### config.mk
export PLATFORM = sky130hd
export DESIGN_NAME = gpib_device_interface
export DESIGN_NICKNAME = d
export VERILOG_FILES = /design/src/core/gpib_pkg.sv /design/src/core/gpib_device_interface.sv
export SDC_FILE = /design/constraint.sdc
export NUM_CORES = 1
export LEC_CHECK = 0
export ABC_AREA = 1
export BUFFER_PORTS_ARGS = -buffer_cell sky130_fd_sc_hd__buf_2
export CELL_PAD_IN_SITES_DETAIL_PLACEMENT = 1
export CELL_PAD_IN_SITES_GLOBAL_PLACEMENT = 2
export CORE_MARGIN = 8
export CORE_UTILIZATION = 39
export CTS_CLUSTER_SIZE = 16
export DETAILED_ROUTE_END_ITERATION = 10
export HOLD_SLACK_MARGIN = 0.05
export PLACE_DENSITY = 0.9
export SLEW_MARGIN = 20
export SYNTH_ARGS = -nofsm -noshare
export SYNTH_HDL_FRONTEND = slang
export SYNTH_SLANG_ARGS = --single-unit
export TNS_END_PERCENT = 20
### constraint.sdc
create_clock -name clk -period 4 [get_ports clk]
set_clock_uncertainty 0.2 [all_clocks]
set_input_delay 0.4 -clock clk [delete_from_list [all_inputs] [get_ports clk]]
set_output_delay 0.4 -clock clk [all_outputs]
set_load 0.01 [all_outputs]
### src/core/gpib_pkg.sv
// Constants, bus line bundles and state types for the instrument bus port.
// Assumes a 100 MHz clock and bus lines sampled as synchronous inputs.
package gpib_pkg;

  // ----------------------------------------
  // Timing
  // ----------------------------------------
  localparam int CLK_PERIOD_NS = 10;
  localparam int T_SETTLE_NS = 2000;
  localparam logic [7:0] SETTLE_CYC =
    8'((T_SETTLE_NS + CLK_PERIOD_NS - 1) / CLK_PERIOD_NS);

  // ----------------------------------------
  // Addressing and commands (7-bit, under attention)
  // ----------------------------------------
  localparam logic [5:0] MASTER_OFFSET = 6'h1e;
  localparam logic [6:0] LISTEN_GROUP = 7'h20;
  localparam logic [6:0] TALK_GROUP = 7'h40;
  localparam logic [6:0] SECONDARY_GROUP = 7'h60;
  localparam logic [6:0] CMD_UNLISTEN = 7'h3f;
  localparam logic [6:0] CMD_UNTALK = 7'h5f;
  localparam logic [6:0] CMD_GO_LOCAL = 7'h01;
  localparam logic [6:0] CMD_SEL_CLEAR = 7'h04;
  localparam logic [6:0] CMD_TRIGGER = 7'h08;
  localparam logic [6:0] CMD_LOCKOUT = 7'h11;
  localparam logic [6:0] CMD_ALL_CLEAR = 7'h14;
  localparam logic [6:0] CMD_POLL_ON = 7'h18;
  localparam logic [6:0] CMD_POLL_OFF = 7'h19;
  localparam logic [7:0] EXEC_CHAR = 8'h58;
  localparam int RQS_BIT = 6;

  // ----------------------------------------
  // Setups, buffering, reset values
  // ----------------------------------------
  localparam logic [7:0] SETUP_LAST = 8'h63;
  localparam logic [7:0] STEP_RESET = 8'h00;
  localparam int RX_WIDTH = 8;
  localparam int RX_DEPTH = 8;

  // ----------------------------------------
  // Line bundles; a 1 means the line is asserted (pulled low)
  // ----------------------------------------
  typedef struct packed {
    logic [7:0] dio;
    logic dav;
    logic nrfd;
    logic ndac;
    logic atn;
    logic ifc;
    logic ren;
    logic eoi;
  } bus_in_t;

  typedef struct packed {
    logic [7:0] dio;
    logic dav;
    logic nrfd;
    logic ndac;
    logic eoi;
    logic srq;
  } bus_drv_t;

  typedef enum logic [1:0] {
    AH_IDLE = 2'b00,
    AH_READY = 2'b01,
    AH_ACCEPT = 2'b10
  } ah_state_t;

  typedef enum logic [1:0] {
    SH_IDLE = 2'b00,
    SH_WAIT = 2'b01,
    SH_DAV = 2'b10
  } sh_state_t;

endpackage

### src/core/gpib_device_interface.sv
// Device-side instrument bus port: handshakes, addressing, poll, remote/local,
// clear, trigger and relay step pointer. Receive bytes pass an 8-word FIFO.
// Assumes bus lines are already synchronous to clk; open-collector drivers outside.
//
// What this block does
// - Source data bytes only while addressed to talk.
// - Own listen address while talker drops the talker state.
// - Basic talker; serial poll answered with status byte.
// - Accept data bytes only while addressed to listen.
// - Own talk address while listener drops the listener state.
// - Only primary addresses; secondary addresses are ignored.
// - No parallel poll; no poll response line is ever driven.
// - Service request line can be asserted to call the controller.
// - Remote/local follow remote enable, addressing, go-local and lockout.
// - Selected or universal device clear reinitialises the device.
// - Group execute trigger starts a setup change.
// - Never controller; attention and interface clear never driven.
// - Source handshake: wait ready, assert valid, hold until all accept.
// - Acceptor handshake: release not-ready when able, not-accepted after latch.
// - Lines are only pulled low or released.
// - Each valid trigger sends next setup to relays and advances pointer.
// - Relay step pointer separate from edit pointer, zero at power-up.
// - Switch above thirty: master, bus address is switch minus thirty.
// - After illegal command, ignore input through next execute character.
`timescale 1ns/1ns

// ----------------------------------------
// Receive FIFO
// ----------------------------------------
module rx_fifo #(
  parameter int WIDTH = 8,
  parameter int DEPTH = 8
) (
  input wire logic clk,
  input wire logic resetn,
  input wire logic [WIDTH-1:0] in_data,
  input wire logic in_valid,
  output logic in_ready,
  output logic [WIDTH-1:0] out_data,
  output logic out_valid,
  input wire logic out_ready
);
  localparam int AW = $clog2(DEPTH);
  logic [WIDTH-1:0] mem [DEPTH];
  logic [AW-1:0] wr_r;
  logic [AW-1:0] rd_r;
  logic [AW:0] cnt_r;
  logic push;
  logic pop;
  logic [AW-1:0] rd_nxt;
  logic [AW:0] left;
  logic [WIDTH-1:0] head_r;
  logic head_valid_r;

  assign push = in_valid && in_ready;
  assign pop = out_valid && out_ready;
  assign in_ready = (cnt_r != (AW + 1)'(DEPTH));
  // Head word is registered so the outputs leave flip-flops
  assign rd_nxt = !pop ? rd_r : (rd_r == AW'(DEPTH - 1)) ? '0 : rd_r + 1'b1;
  assign left = cnt_r - (AW + 1)'(pop);
  assign out_valid = head_valid_r;
  assign out_data = head_r;

  always_ff @(posedge clk) begin
    if (push) begin
      mem[wr_r] <= in_data;
    end
  end

  always_ff @(posedge clk or negedge resetn) begin
    if (!resetn) begin
      wr_r <= '0;
      rd_r <= '0;
      cnt_r <= '0;
      head_r <= '0;
      head_valid_r <= 1'b0;
    end else begin
      if (push) begin
        wr_r <= (wr_r == AW'(DEPTH - 1)) ? '0 : wr_r + 1'b1;
      end
      rd_r <= rd_nxt;
      head_valid_r <= (left != '0) || push;
      head_r <= (left == '0) ? in_data : mem[rd_nxt];
      cnt_r <= cnt_r + (AW + 1)'(push) - (AW + 1)'(pop);
    end
  end
endmodule // rx_fifo

// ----------------------------------------
// Device interface
// ----------------------------------------
module gpib_device_interface
  import gpib_pkg::*;
(
  input wire logic clk,
  input wire logic resetn,
  input wire bus_in_t bus_in,
  output bus_drv_t bus_out,
  output bus_drv_t bus_oe,
  input wire logic [5:0] addr_switch,
  input wire logic [7:0] tx_data,
  input wire logic tx_eoi,
  input wire logic tx_valid,
  output logic tx_ready,
  output logic [7:0] rx_data,
  output logic rx_valid,
  input wire logic rx_ready,
  input wire logic bad_cmd,
  input wire logic [7:0] status_byte,
  input wire logic srq_req,
  input wire logic trig_enable,
  output logic master_mode,
  output logic [4:0] bus_addr,
  output logic talk_addr,
  output logic listen_addr,
  output logic remote,
  output logic lockout,
  output logic dev_clear,
  output logic relay_load,
  output logic [7:0] relay_step
);

  // ----------------------------------------
  // Address capture after reset release
  // ----------------------------------------
  logic addr_done_r;
  logic master_r;
  logic [4:0] addr_r;

  always_ff @(posedge clk or negedge resetn) begin
    if (!resetn) begin
      addr_done_r <= 1'b0;
      master_r <= 1'b0;
      addr_r <= 5'h00;
    end else if (!addr_done_r) begin
      addr_done_r <= 1'b1;
      master_r <= (addr_switch > MASTER_OFFSET);
      addr_r <= (addr_switch > MASTER_OFFSET) ?
        5'(addr_switch - MASTER_OFFSET) : addr_switch[4:0];
    end
  end

  assign master_mode = master_r;
  assign bus_addr = addr_r;

  // ----------------------------------------
  // Acceptor handshake
  // ----------------------------------------
  ah_state_t ah_r;
  ah_state_t ah_nxt;
  logic listen_r;
  logic talk_r;
  logic acc_on;
  logic fifo_in_ready;
  logic got_r;
  logic got_cmd_r;
  logic [7:0] byte_r;
  logic nrfd_oe_r;
  logic ndac_oe_r;

  assign acc_on = bus_in.atn || listen_r;

  always_comb begin
    ah_nxt = ah_r;
    case (ah_r)
      AH_IDLE: begin
        if (acc_on && (bus_in.atn || fifo_in_ready) && !bus_in.dav) begin
          ah_nxt = AH_READY;
        end
      end
      AH_READY: begin
        if (!acc_on) begin
          ah_nxt = AH_IDLE;
        end else if (bus_in.dav) begin
          ah_nxt = AH_ACCEPT;
        end
      end
      AH_ACCEPT: begin
        if (!bus_in.dav) begin
          ah_nxt = AH_IDLE;
        end
      end
      default: ah_nxt = AH_IDLE;
    endcase
  end

  always_ff @(posedge clk or negedge resetn) begin
    if (!resetn) begin
      ah_r <= AH_IDLE;
      nrfd_oe_r <= 1'b0;
      ndac_oe_r <= 1'b0;
      got_r <= 1'b0;
      got_cmd_r <= 1'b0;
      byte_r <= 8'h00;
    end else begin
      ah_r <= ah_nxt;
      nrfd_oe_r <= acc_on && (ah_nxt != AH_READY);
      ndac_oe_r <= acc_on && (ah_nxt != AH_ACCEPT);
      got_r <= (ah_r == AH_READY) && (ah_nxt == AH_ACCEPT);
      if ((ah_r == AH_READY) && (ah_nxt == AH_ACCEPT)) begin
        byte_r <= bus_in.dio;
        got_cmd_r <= bus_in.atn;
      end
    end
  end

  // ----------------------------------------
  // Command decode, addressing, remote/local
  // ----------------------------------------
  logic [6:0] cmd;
  logic is_cmd;
  logic my_listen;
  logic my_talk;
  logic clr_hit;
  logic get_hit;
  logic spoll_r;
  logic remote_r;
  logic lockout_r;
  logic clear_r;

  assign cmd = byte_r[6:0];
  assign is_cmd = got_r && got_cmd_r && (cmd < SECONDARY_GROUP);
  assign my_listen = is_cmd && (cmd == (LISTEN_GROUP | 7'(addr_r)));
  assign my_talk = is_cmd && (cmd == (TALK_GROUP | 7'(addr_r)));
  assign clr_hit = is_cmd && ((cmd == CMD_ALL_CLEAR) ||
    ((cmd == CMD_SEL_CLEAR) && listen_r));
  assign get_hit = is_cmd && (cmd == CMD_TRIGGER) && listen_r;

  always_ff @(posedge clk or negedge resetn) begin
    if (!resetn) begin
      listen_r <= 1'b0;
      talk_r <= 1'b0;
    end else if (bus_in.ifc) begin
      listen_r <= 1'b0;
      talk_r <= 1'b0;
    end else begin
      if (my_listen) begin
        listen_r <= 1'b1;
        talk_r <= 1'b0;
      end else if (my_talk) begin
        talk_r <= 1'b1;
        listen_r <= 1'b0;
      end else if (is_cmd && (cmd == CMD_UNLISTEN)) begin
        listen_r <= 1'b0;
      end else if (is_cmd && (cmd[6:5] == 2'b10)) begin
        talk_r <= 1'b0;
      end
    end
  end

  always_ff @(posedge clk or negedge resetn) begin
    if (!resetn) begin
      spoll_r <= 1'b0;
    end else if (bus_in.ifc || (is_cmd && (cmd == CMD_POLL_OFF))) begin
      spoll_r <= 1'b0;
    end else if (is_cmd && (cmd == CMD_POLL_ON)) begin
      spoll_r <= 1'b1;
    end
  end

  always_ff @(posedge clk or negedge resetn) begin
    if (!resetn) begin
      remote_r <= 1'b0;
      lockout_r <= 1'b0;
    end else if (!bus_in.ren) begin
      remote_r <= 1'b0;
      lockout_r <= 1'b0;
    end else begin
      if (my_listen) begin
        remote_r <= 1'b1;
      end else if (is_cmd && (cmd == CMD_GO_LOCAL) && listen_r) begin
        remote_r <= 1'b0;
      end
      if (is_cmd && (cmd == CMD_LOCKOUT)) begin
        lockout_r <= 1'b1;
      end
    end
  end

  always_ff @(posedge clk or negedge resetn) begin
    if (!resetn) begin
      clear_r <= 1'b0;
    end else begin
      clear_r <= clr_hit;
    end
  end

  // ----------------------------------------
  // Trigger and relay step pointer
  // ----------------------------------------
  logic [7:0] step_r;
  logic load_r;
  logic [7:0] load_step_r;

  always_ff @(posedge clk or negedge resetn) begin
    if (!resetn) begin
      step_r <= STEP_RESET;
      load_r <= 1'b0;
      load_step_r <= STEP_RESET;
    end else begin
      load_r <= get_hit && trig_enable;
      if (clr_hit) begin
        step_r <= STEP_RESET;
      end else if (get_hit && trig_enable) begin
        load_step_r <= step_r;
        step_r <= (step_r == SETUP_LAST) ? STEP_RESET : step_r + 8'h01;
      end
    end
  end

  // ----------------------------------------
  // Receive filter into FIFO
  // ----------------------------------------
  logic discard_r;
  logic rx_push;

  always_ff @(posedge clk or negedge resetn) begin
    if (!resetn) begin
      discard_r <= 1'b0;
    end else if (bad_cmd) begin
      discard_r <= 1'b1;
    end else if (clr_hit || (got_r && !got_cmd_r && (byte_r == EXEC_CHAR))) begin
      discard_r <= 1'b0;
    end
  end

  assign rx_push = got_r && !got_cmd_r && listen_r && !discard_r && !bad_cmd;

  rx_fifo #(
    .WIDTH(RX_WIDTH),
    .DEPTH(RX_DEPTH)
  ) u_rx_fifo (
    .clk(clk),
    .resetn(resetn),
    .in_data(byte_r),
    .in_valid(rx_push),
    .in_ready(fifo_in_ready),
    .out_data(rx_data),
    .out_valid(rx_valid),
    .out_ready(rx_ready)
  );

  // ----------------------------------------
  // Service request
  // ----------------------------------------
  logic rqs_r;
  logic sp_done;

  always_ff @(posedge clk or negedge resetn) begin
    if (!resetn) begin
      rqs_r <= 1'b0;
    end else if (srq_req) begin
      rqs_r <= 1'b1;
    end else if (sp_done || clr_hit) begin
      rqs_r <= 1'b0;
    end
  end

  // ----------------------------------------
  // Source handshake
  // ----------------------------------------
  sh_state_t sh_r;
  logic talk_act;
  logic [7:0] sh_cnt_r;
  logic [7:0] tx_byte_r;
  logic tx_last_r;
  logic sh_poll_r;
  logic tx_ready_r;
  logic dav_oe_r;
  logic [7:0] dio_oe_r;
  logic eoi_oe_r;

  assign talk_act = talk_r && !bus_in.atn && !bus_in.ifc;
  assign sp_done = (sh_r == SH_DAV) && talk_act && !bus_in.ndac && sh_poll_r;

  always_ff @(posedge clk or negedge resetn) begin
    if (!resetn) begin
      sh_r <= SH_IDLE;
      sh_cnt_r <= 8'h00;
      tx_byte_r <= 8'h00;
      tx_last_r <= 1'b0;
      sh_poll_r <= 1'b0;
    end else if (clr_hit || bus_in.ifc) begin
      sh_r <= SH_IDLE;
    end else begin
      case (sh_r)
        SH_IDLE: begin
          sh_cnt_r <= 8'h00;
          if (talk_act && spoll_r) begin
            tx_byte_r <= status_byte;
            tx_byte_r[RQS_BIT] <= rqs_r;
            tx_last_r <= 1'b0;
            sh_poll_r <= 1'b1;
            sh_r <= SH_WAIT;
          end else if (tx_valid && tx_ready_r) begin
            tx_byte_r <= tx_data;
            tx_last_r <= tx_eoi;
            sh_poll_r <= 1'b0;
            sh_r <= SH_WAIT;
          end
        end
        SH_WAIT: begin
          if (!talk_act) begin
            sh_cnt_r <= 8'h00;
          end else if (sh_cnt_r < SETTLE_CYC) begin
            sh_cnt_r <= sh_cnt_r + 8'h01;
          end else if (!bus_in.nrfd) begin
            sh_r <= SH_DAV;
          end
        end
        SH_DAV: begin
          if (!talk_act) begin
            sh_r <= SH_WAIT;
            sh_cnt_r <= 8'h00;
          end else if (!bus_in.ndac) begin
            sh_r <= sh_poll_r ? SH_DAV : SH_IDLE;
            if (sh_poll_r) begin
              sh_poll_r <= 1'b0;
            end
          end
        end
        default: sh_r <= SH_IDLE;
      endcase
      if (sh_r == SH_DAV && !sh_poll_r && bus_in.ndac == 1'b0 && talk_act) begin
        sh_r <= SH_IDLE;
      end
    end
  end

  always_ff @(posedge clk or negedge resetn) begin
    if (!resetn) begin
      tx_ready_r <= 1'b0;
      dav_oe_r <= 1'b0;
      dio_oe_r <= 8'h00;
      eoi_oe_r <= 1'b0;
    end else begin
      tx_ready_r <= (sh_r == SH_IDLE) && talk_r && !spoll_r &&
        !(tx_valid && tx_ready_r);
      dav_oe_r <= talk_act && (sh_r == SH_DAV) && !(!bus_in.ndac);
      dio_oe_r <= (talk_act && (sh_r != SH_IDLE)) ? tx_byte_r : 8'h00;
      eoi_oe_r <= talk_act && (sh_r != SH_IDLE) && tx_last_r;
    end
  end

  // ----------------------------------------
  // Line drive; levels always low, enables pull
  // ----------------------------------------
  logic srq_oe_r;

  always_ff @(posedge clk or negedge resetn) begin
    if (!resetn) begin
      srq_oe_r <= 1'b0;
      bus_out <= '0;
    end else begin
      srq_oe_r <= rqs_r;
      bus_out <= '0;
    end
  end

  // No attention, clear or poll response drivers exist here.
  assign bus_oe = '{dio: dio_oe_r, dav: dav_oe_r, nrfd: nrfd_oe_r,
    ndac: ndac_oe_r, eoi: eoi_oe_r, srq: srq_oe_r};
  assign tx_ready = tx_ready_r;
  assign talk_addr = talk_r;
  assign listen_addr = listen_r;
  assign remote = remote_r;
  assign lockout = lockout_r;
  assign dev_clear = clear_r;
  assign relay_load = load_r;
  assign relay_step = load_step_r;

endmodule // gpib_device_interface

==> results.toml <==
[critical_path]
timing.rr.end = "u_rx_fifo.mem[6][1]"
r2r_cells = 7
required_ps = 3840
crit_path_start_kind = "primary input"
cp_max_fo = 8
end_kind = "register"
reg2reg_slack_ps = 1270
rr_startpoint = "u_rx_fifo.cnt_r[2]"
crit_type = "in2reg"
crit_arrival_ps = 2650

[finish]
final_nets = 1008
n_fill_cell = 2317
syn2layout_area_growth_pct = 19.61
multi_input_area_sq_mm = 0.002630
regArea_sq_mm = 0.004349
drive_gt1_share_pct = 19.15
diodes = 0

[status]
outcome = "finished, final reports clean"

[pwr]
combPwrFrac_pct = 26.3
power_density_mw_per_mm2 = 572.3
p_switching_mw = 1.795
p_leak_nw = 4.414
swShare_pct = 34.08
seqPwrFrac_pct = 39.6
p_int_mw = 3.472
pwr-share-clk_pct = 34.0
peakVddDrop_uv = 315.8

[timing]
fin_tns_setup_ps = 0
drv_slew = 0
relSlewSlack_pct = 35.85
rsz0062_at_grt = "no"
max_freq_mhz = 356.6
fin_crit_sh_pct = 70.11
tightest_slew_ps = 957.0
setup_viol_count_final = 0
hold_viol_final = 0
worst_slack_ps = 1196
finalCriticalPeriod_ps = 2804

[global_route]
grt_usage_pct = 17.61
use_met3_pct = 3.475
grt_overflow = 0
grt_start_max_net_pins = 75
antenna_found_initial = 0
met2_usage_pct = 30.77
grt_use_met1_pct = 20.45
grt_first_pass_wirelength_mm = 33.51
grt_busiest_layer = "met2"
grt_pass1_vias = 6490

[worst_hold_path]
hold_depth = 3
hp-start = "addr_switch[5]"
hold_class = "in2reg"
hold_end = "bus_addr[1]"

[clock_network]
cts-root-buf = "clkbuf_16"
cts_sinks = 161
cts_buffers = 17
clkLatencyLatePin_ps = 420
clk_pin_slew_ps = 70
cts_max_level = 4
cts_setup_buffers = 0
ctsResizeCount = 0
postCtsHoldBufs = 19
clk_path_buf_depth = 2
tritoncts = "done"

[logic_synthesis]
yosysWarnings = 0
synth_area_sq_mm = 0.007695
synth_top_area_share_pct = 31.54
syn-instance-count = 835
ys_types = 41
syn_area_per_cell_sq_um = 9.215
yosysTopAreaCell = "dfrtp_1"
ys_seq_area_share_pct = 56.52
ys_ff_latch = 161
synth_area_leaders = "dfrtp_1 (32%), edfxtp_1 (25%), nand2_1 (8.1%), nand3_1 (7.5%), inv_1 (6.7%)"

[floorplanning]
die_y_microns = 156.5
start_util_pct = 39.67
rows = 51
die_x_microns = 156.5
core_area_sq_mm = 0.01940
io-pin-count = 101
dieArea_sq_mm = 0.02448

[place]
io_buffers = 85
dp_hpwl_mm = 13.85
routabilityCongestion = 0.7849
pre_cts_slack_ps = 1214

[detailed_routing]
ant_nets = 0
wl_mm = 20.33
drt-pass1-iter-count = 4
num_vias = 6013
vias_per_cell = 4.905
avgRoutedWirePerCell_microns = 16.58
drc = 0
dr.first_iter.drc_count = 192

[flow_run]
cap_viol_max_count = 0
per-layer routing:
metal | wire length [microns] | up-vias | share of wire (%)
met5 | 0 | - | 0
li1 | - | 2901 | -
met3 | 739 | 41 | 3.6
met1 | 8630 | 2955 | 42
met4 | 636 | 0 | 3.1
met2 | 10320 | 116 | 51
logic make-up (layout without fill, tap and decap cells):
logic type      after synthesis  after routing  synth area share [%]
other cells                   2             14               0.09760
buf+inv                     180            294                 10.02
simple gates                387            387                 23.32
fa+ha+maj                    15             15                 2.537
compound gates               86             86                 7.057
xor+xnor                      4              4                0.4554
flops                       161            161                 56.52
power by group through the flow:
stage               clock, mW  sequential [mW]  combinational (mW)
floorplan                   0             2.07               0.910
global placement            0             2.12                1.36
detailed placement          0             2.12                1.39
CTS                      1.82             2.09                1.41
global route             1.88             2.11                1.57
finish                   1.79             2.09                1.39
synth_stat cells:
cell / number
a211oi_1: 1
a21boi_0: 1
a21o_1: 1
a21oi_1: 10
a21oi_2: 1
a21oi_4: 1
buf_2: 7
buf_4: 19
buf_6: 2
clkbuf_1: 4
clkinv_1: 1
conb_1: 2
dfrtp_1: 97
edfxtp_1: 64
fa_1: 1
ha_1: 14
inv_1: 138
inv_2: 9
nand2_1: 167
nand2_2: 8
nand2_4: 3
nand3_1: 116
nand3_2: 1
nand3_4: 2
nand4_1: 13
nand4_4: 1
nor2_1: 43
nor2_4: 2
nor3_1: 18
nor4_1: 1
o211ai_1: 1
o21a_1: 1
o21ai_0: 44
o21ai_2: 19
o21bai_1: 2
o22ai_1: 1
o31ai_1: 3
or2_1: 1
or2_2: 11
xnor2_1: 2
xor2_1: 2
critical path: stages:
cell and delay (ps):
dlygate4sd3_1 530, buf_2 140, inv_1 60, nand2_1 50
nor2_1 130, nand3_1 230, inv_1 230, nand2_1 150
nor3_2 730
cell usage in the layout, fill, tap and decap left out, types with 2 or more instances in the layout:
cell type / instances
nor2_1: 43
nand3_4: 2
nor2_4: 2
clkinv_1: 3
inv_1: 138
buf_4: 10
nand2_4: 3
nand2_1: 167
conb_1: 14
nand2_2: 8
xnor2_1: 2
clkbuf_16: 17
o21ai_2: 19
ha_1: 14
inv_2: 9
nor3_1: 16
dfrtp_1: 97
buf_2: 84
o31ai_1: 3
clkinv_4: 2
edfxtp_1: 64
o21bai_1: 2
nand4_1: 13
o21ai_0: 44
or2_2: 11
nor3_2: 2
nand3_1: 116
xor2_1: 2
dlygate4sd3_1: 19
bufinv_16: 5
a21oi_1: 10
clkinvlp_4: 3
worst max path at each step:
stage               cells after the start                     to  slack (ps)          startpoint
finish                                  9    u_rx_fifo.mem[6][1]        1200             bad_cmd
global placement                       11  u_rx_fifo.out_data[6]        1260            rx_ready
global route                            9    u_rx_fifo.mem[6][5]        1050             bad_cmd
CTS                                     9    u_rx_fifo.mem[7][5]        1220             bad_cmd
floorplan                               7    u_rx_fifo.mem[2][0]        1810  u_rx_fifo.cnt_r[2]
detailed placement                     11  u_rx_fifo.out_data[3]        1210            rx_ready
area by class of cell:
class | count | area share [%]
Clock inverter | 14 | 2.297
Clock buffer | 18 | 4.663
Tap cell | 265 | 3.603
Sequential cell | 161 | 47.25
Inverter | 148 | 6.036
Multi-Input combinational cell | 506 | 28.58
Timing Repair Buffer | 114 | 7.572
flip-flops by register name, summed over array words and instances (netlist names), 2 cells and up:
register / count
u_rx_fifo.mem: 64
byte_r: 8
dio_oe_r: 8
relay_step: 8
sh_cnt_r: 8
step_r: 8
tx_byte_r: 8
u_rx_fifo.out_data: 8
bus_addr: 5
u_rx_fifo.cnt_r: 4
u_rx_fifo.rd_r: 3
u_rx_fifo.wr_r: 3
ah_r: 2
sh_r: 2
metrics by stage:
stage | power (mW) | instances | hold slack (ps) | util (%) | cell area, sq um
4_1_cts | 5.322 | 1226 | 58.72 | 47.43 | 9200
3_5_place_dp | 3.507 | 1175 | 193.3 | 43.14 | 8369
3_3_place_gp | 3.474 | 1175 | 183.1 | 43.14 | 8369
5_1_grt | 5.557 | 1226 | 81.36 | 47.45 | 9204
2_1_floorplan | 2.982 | 847 | -95.59 | - | 7740
6_report | 5.267 | 1226 | 77.15 | 47.45 | 9204
Power figures use the tool's default switching activity.
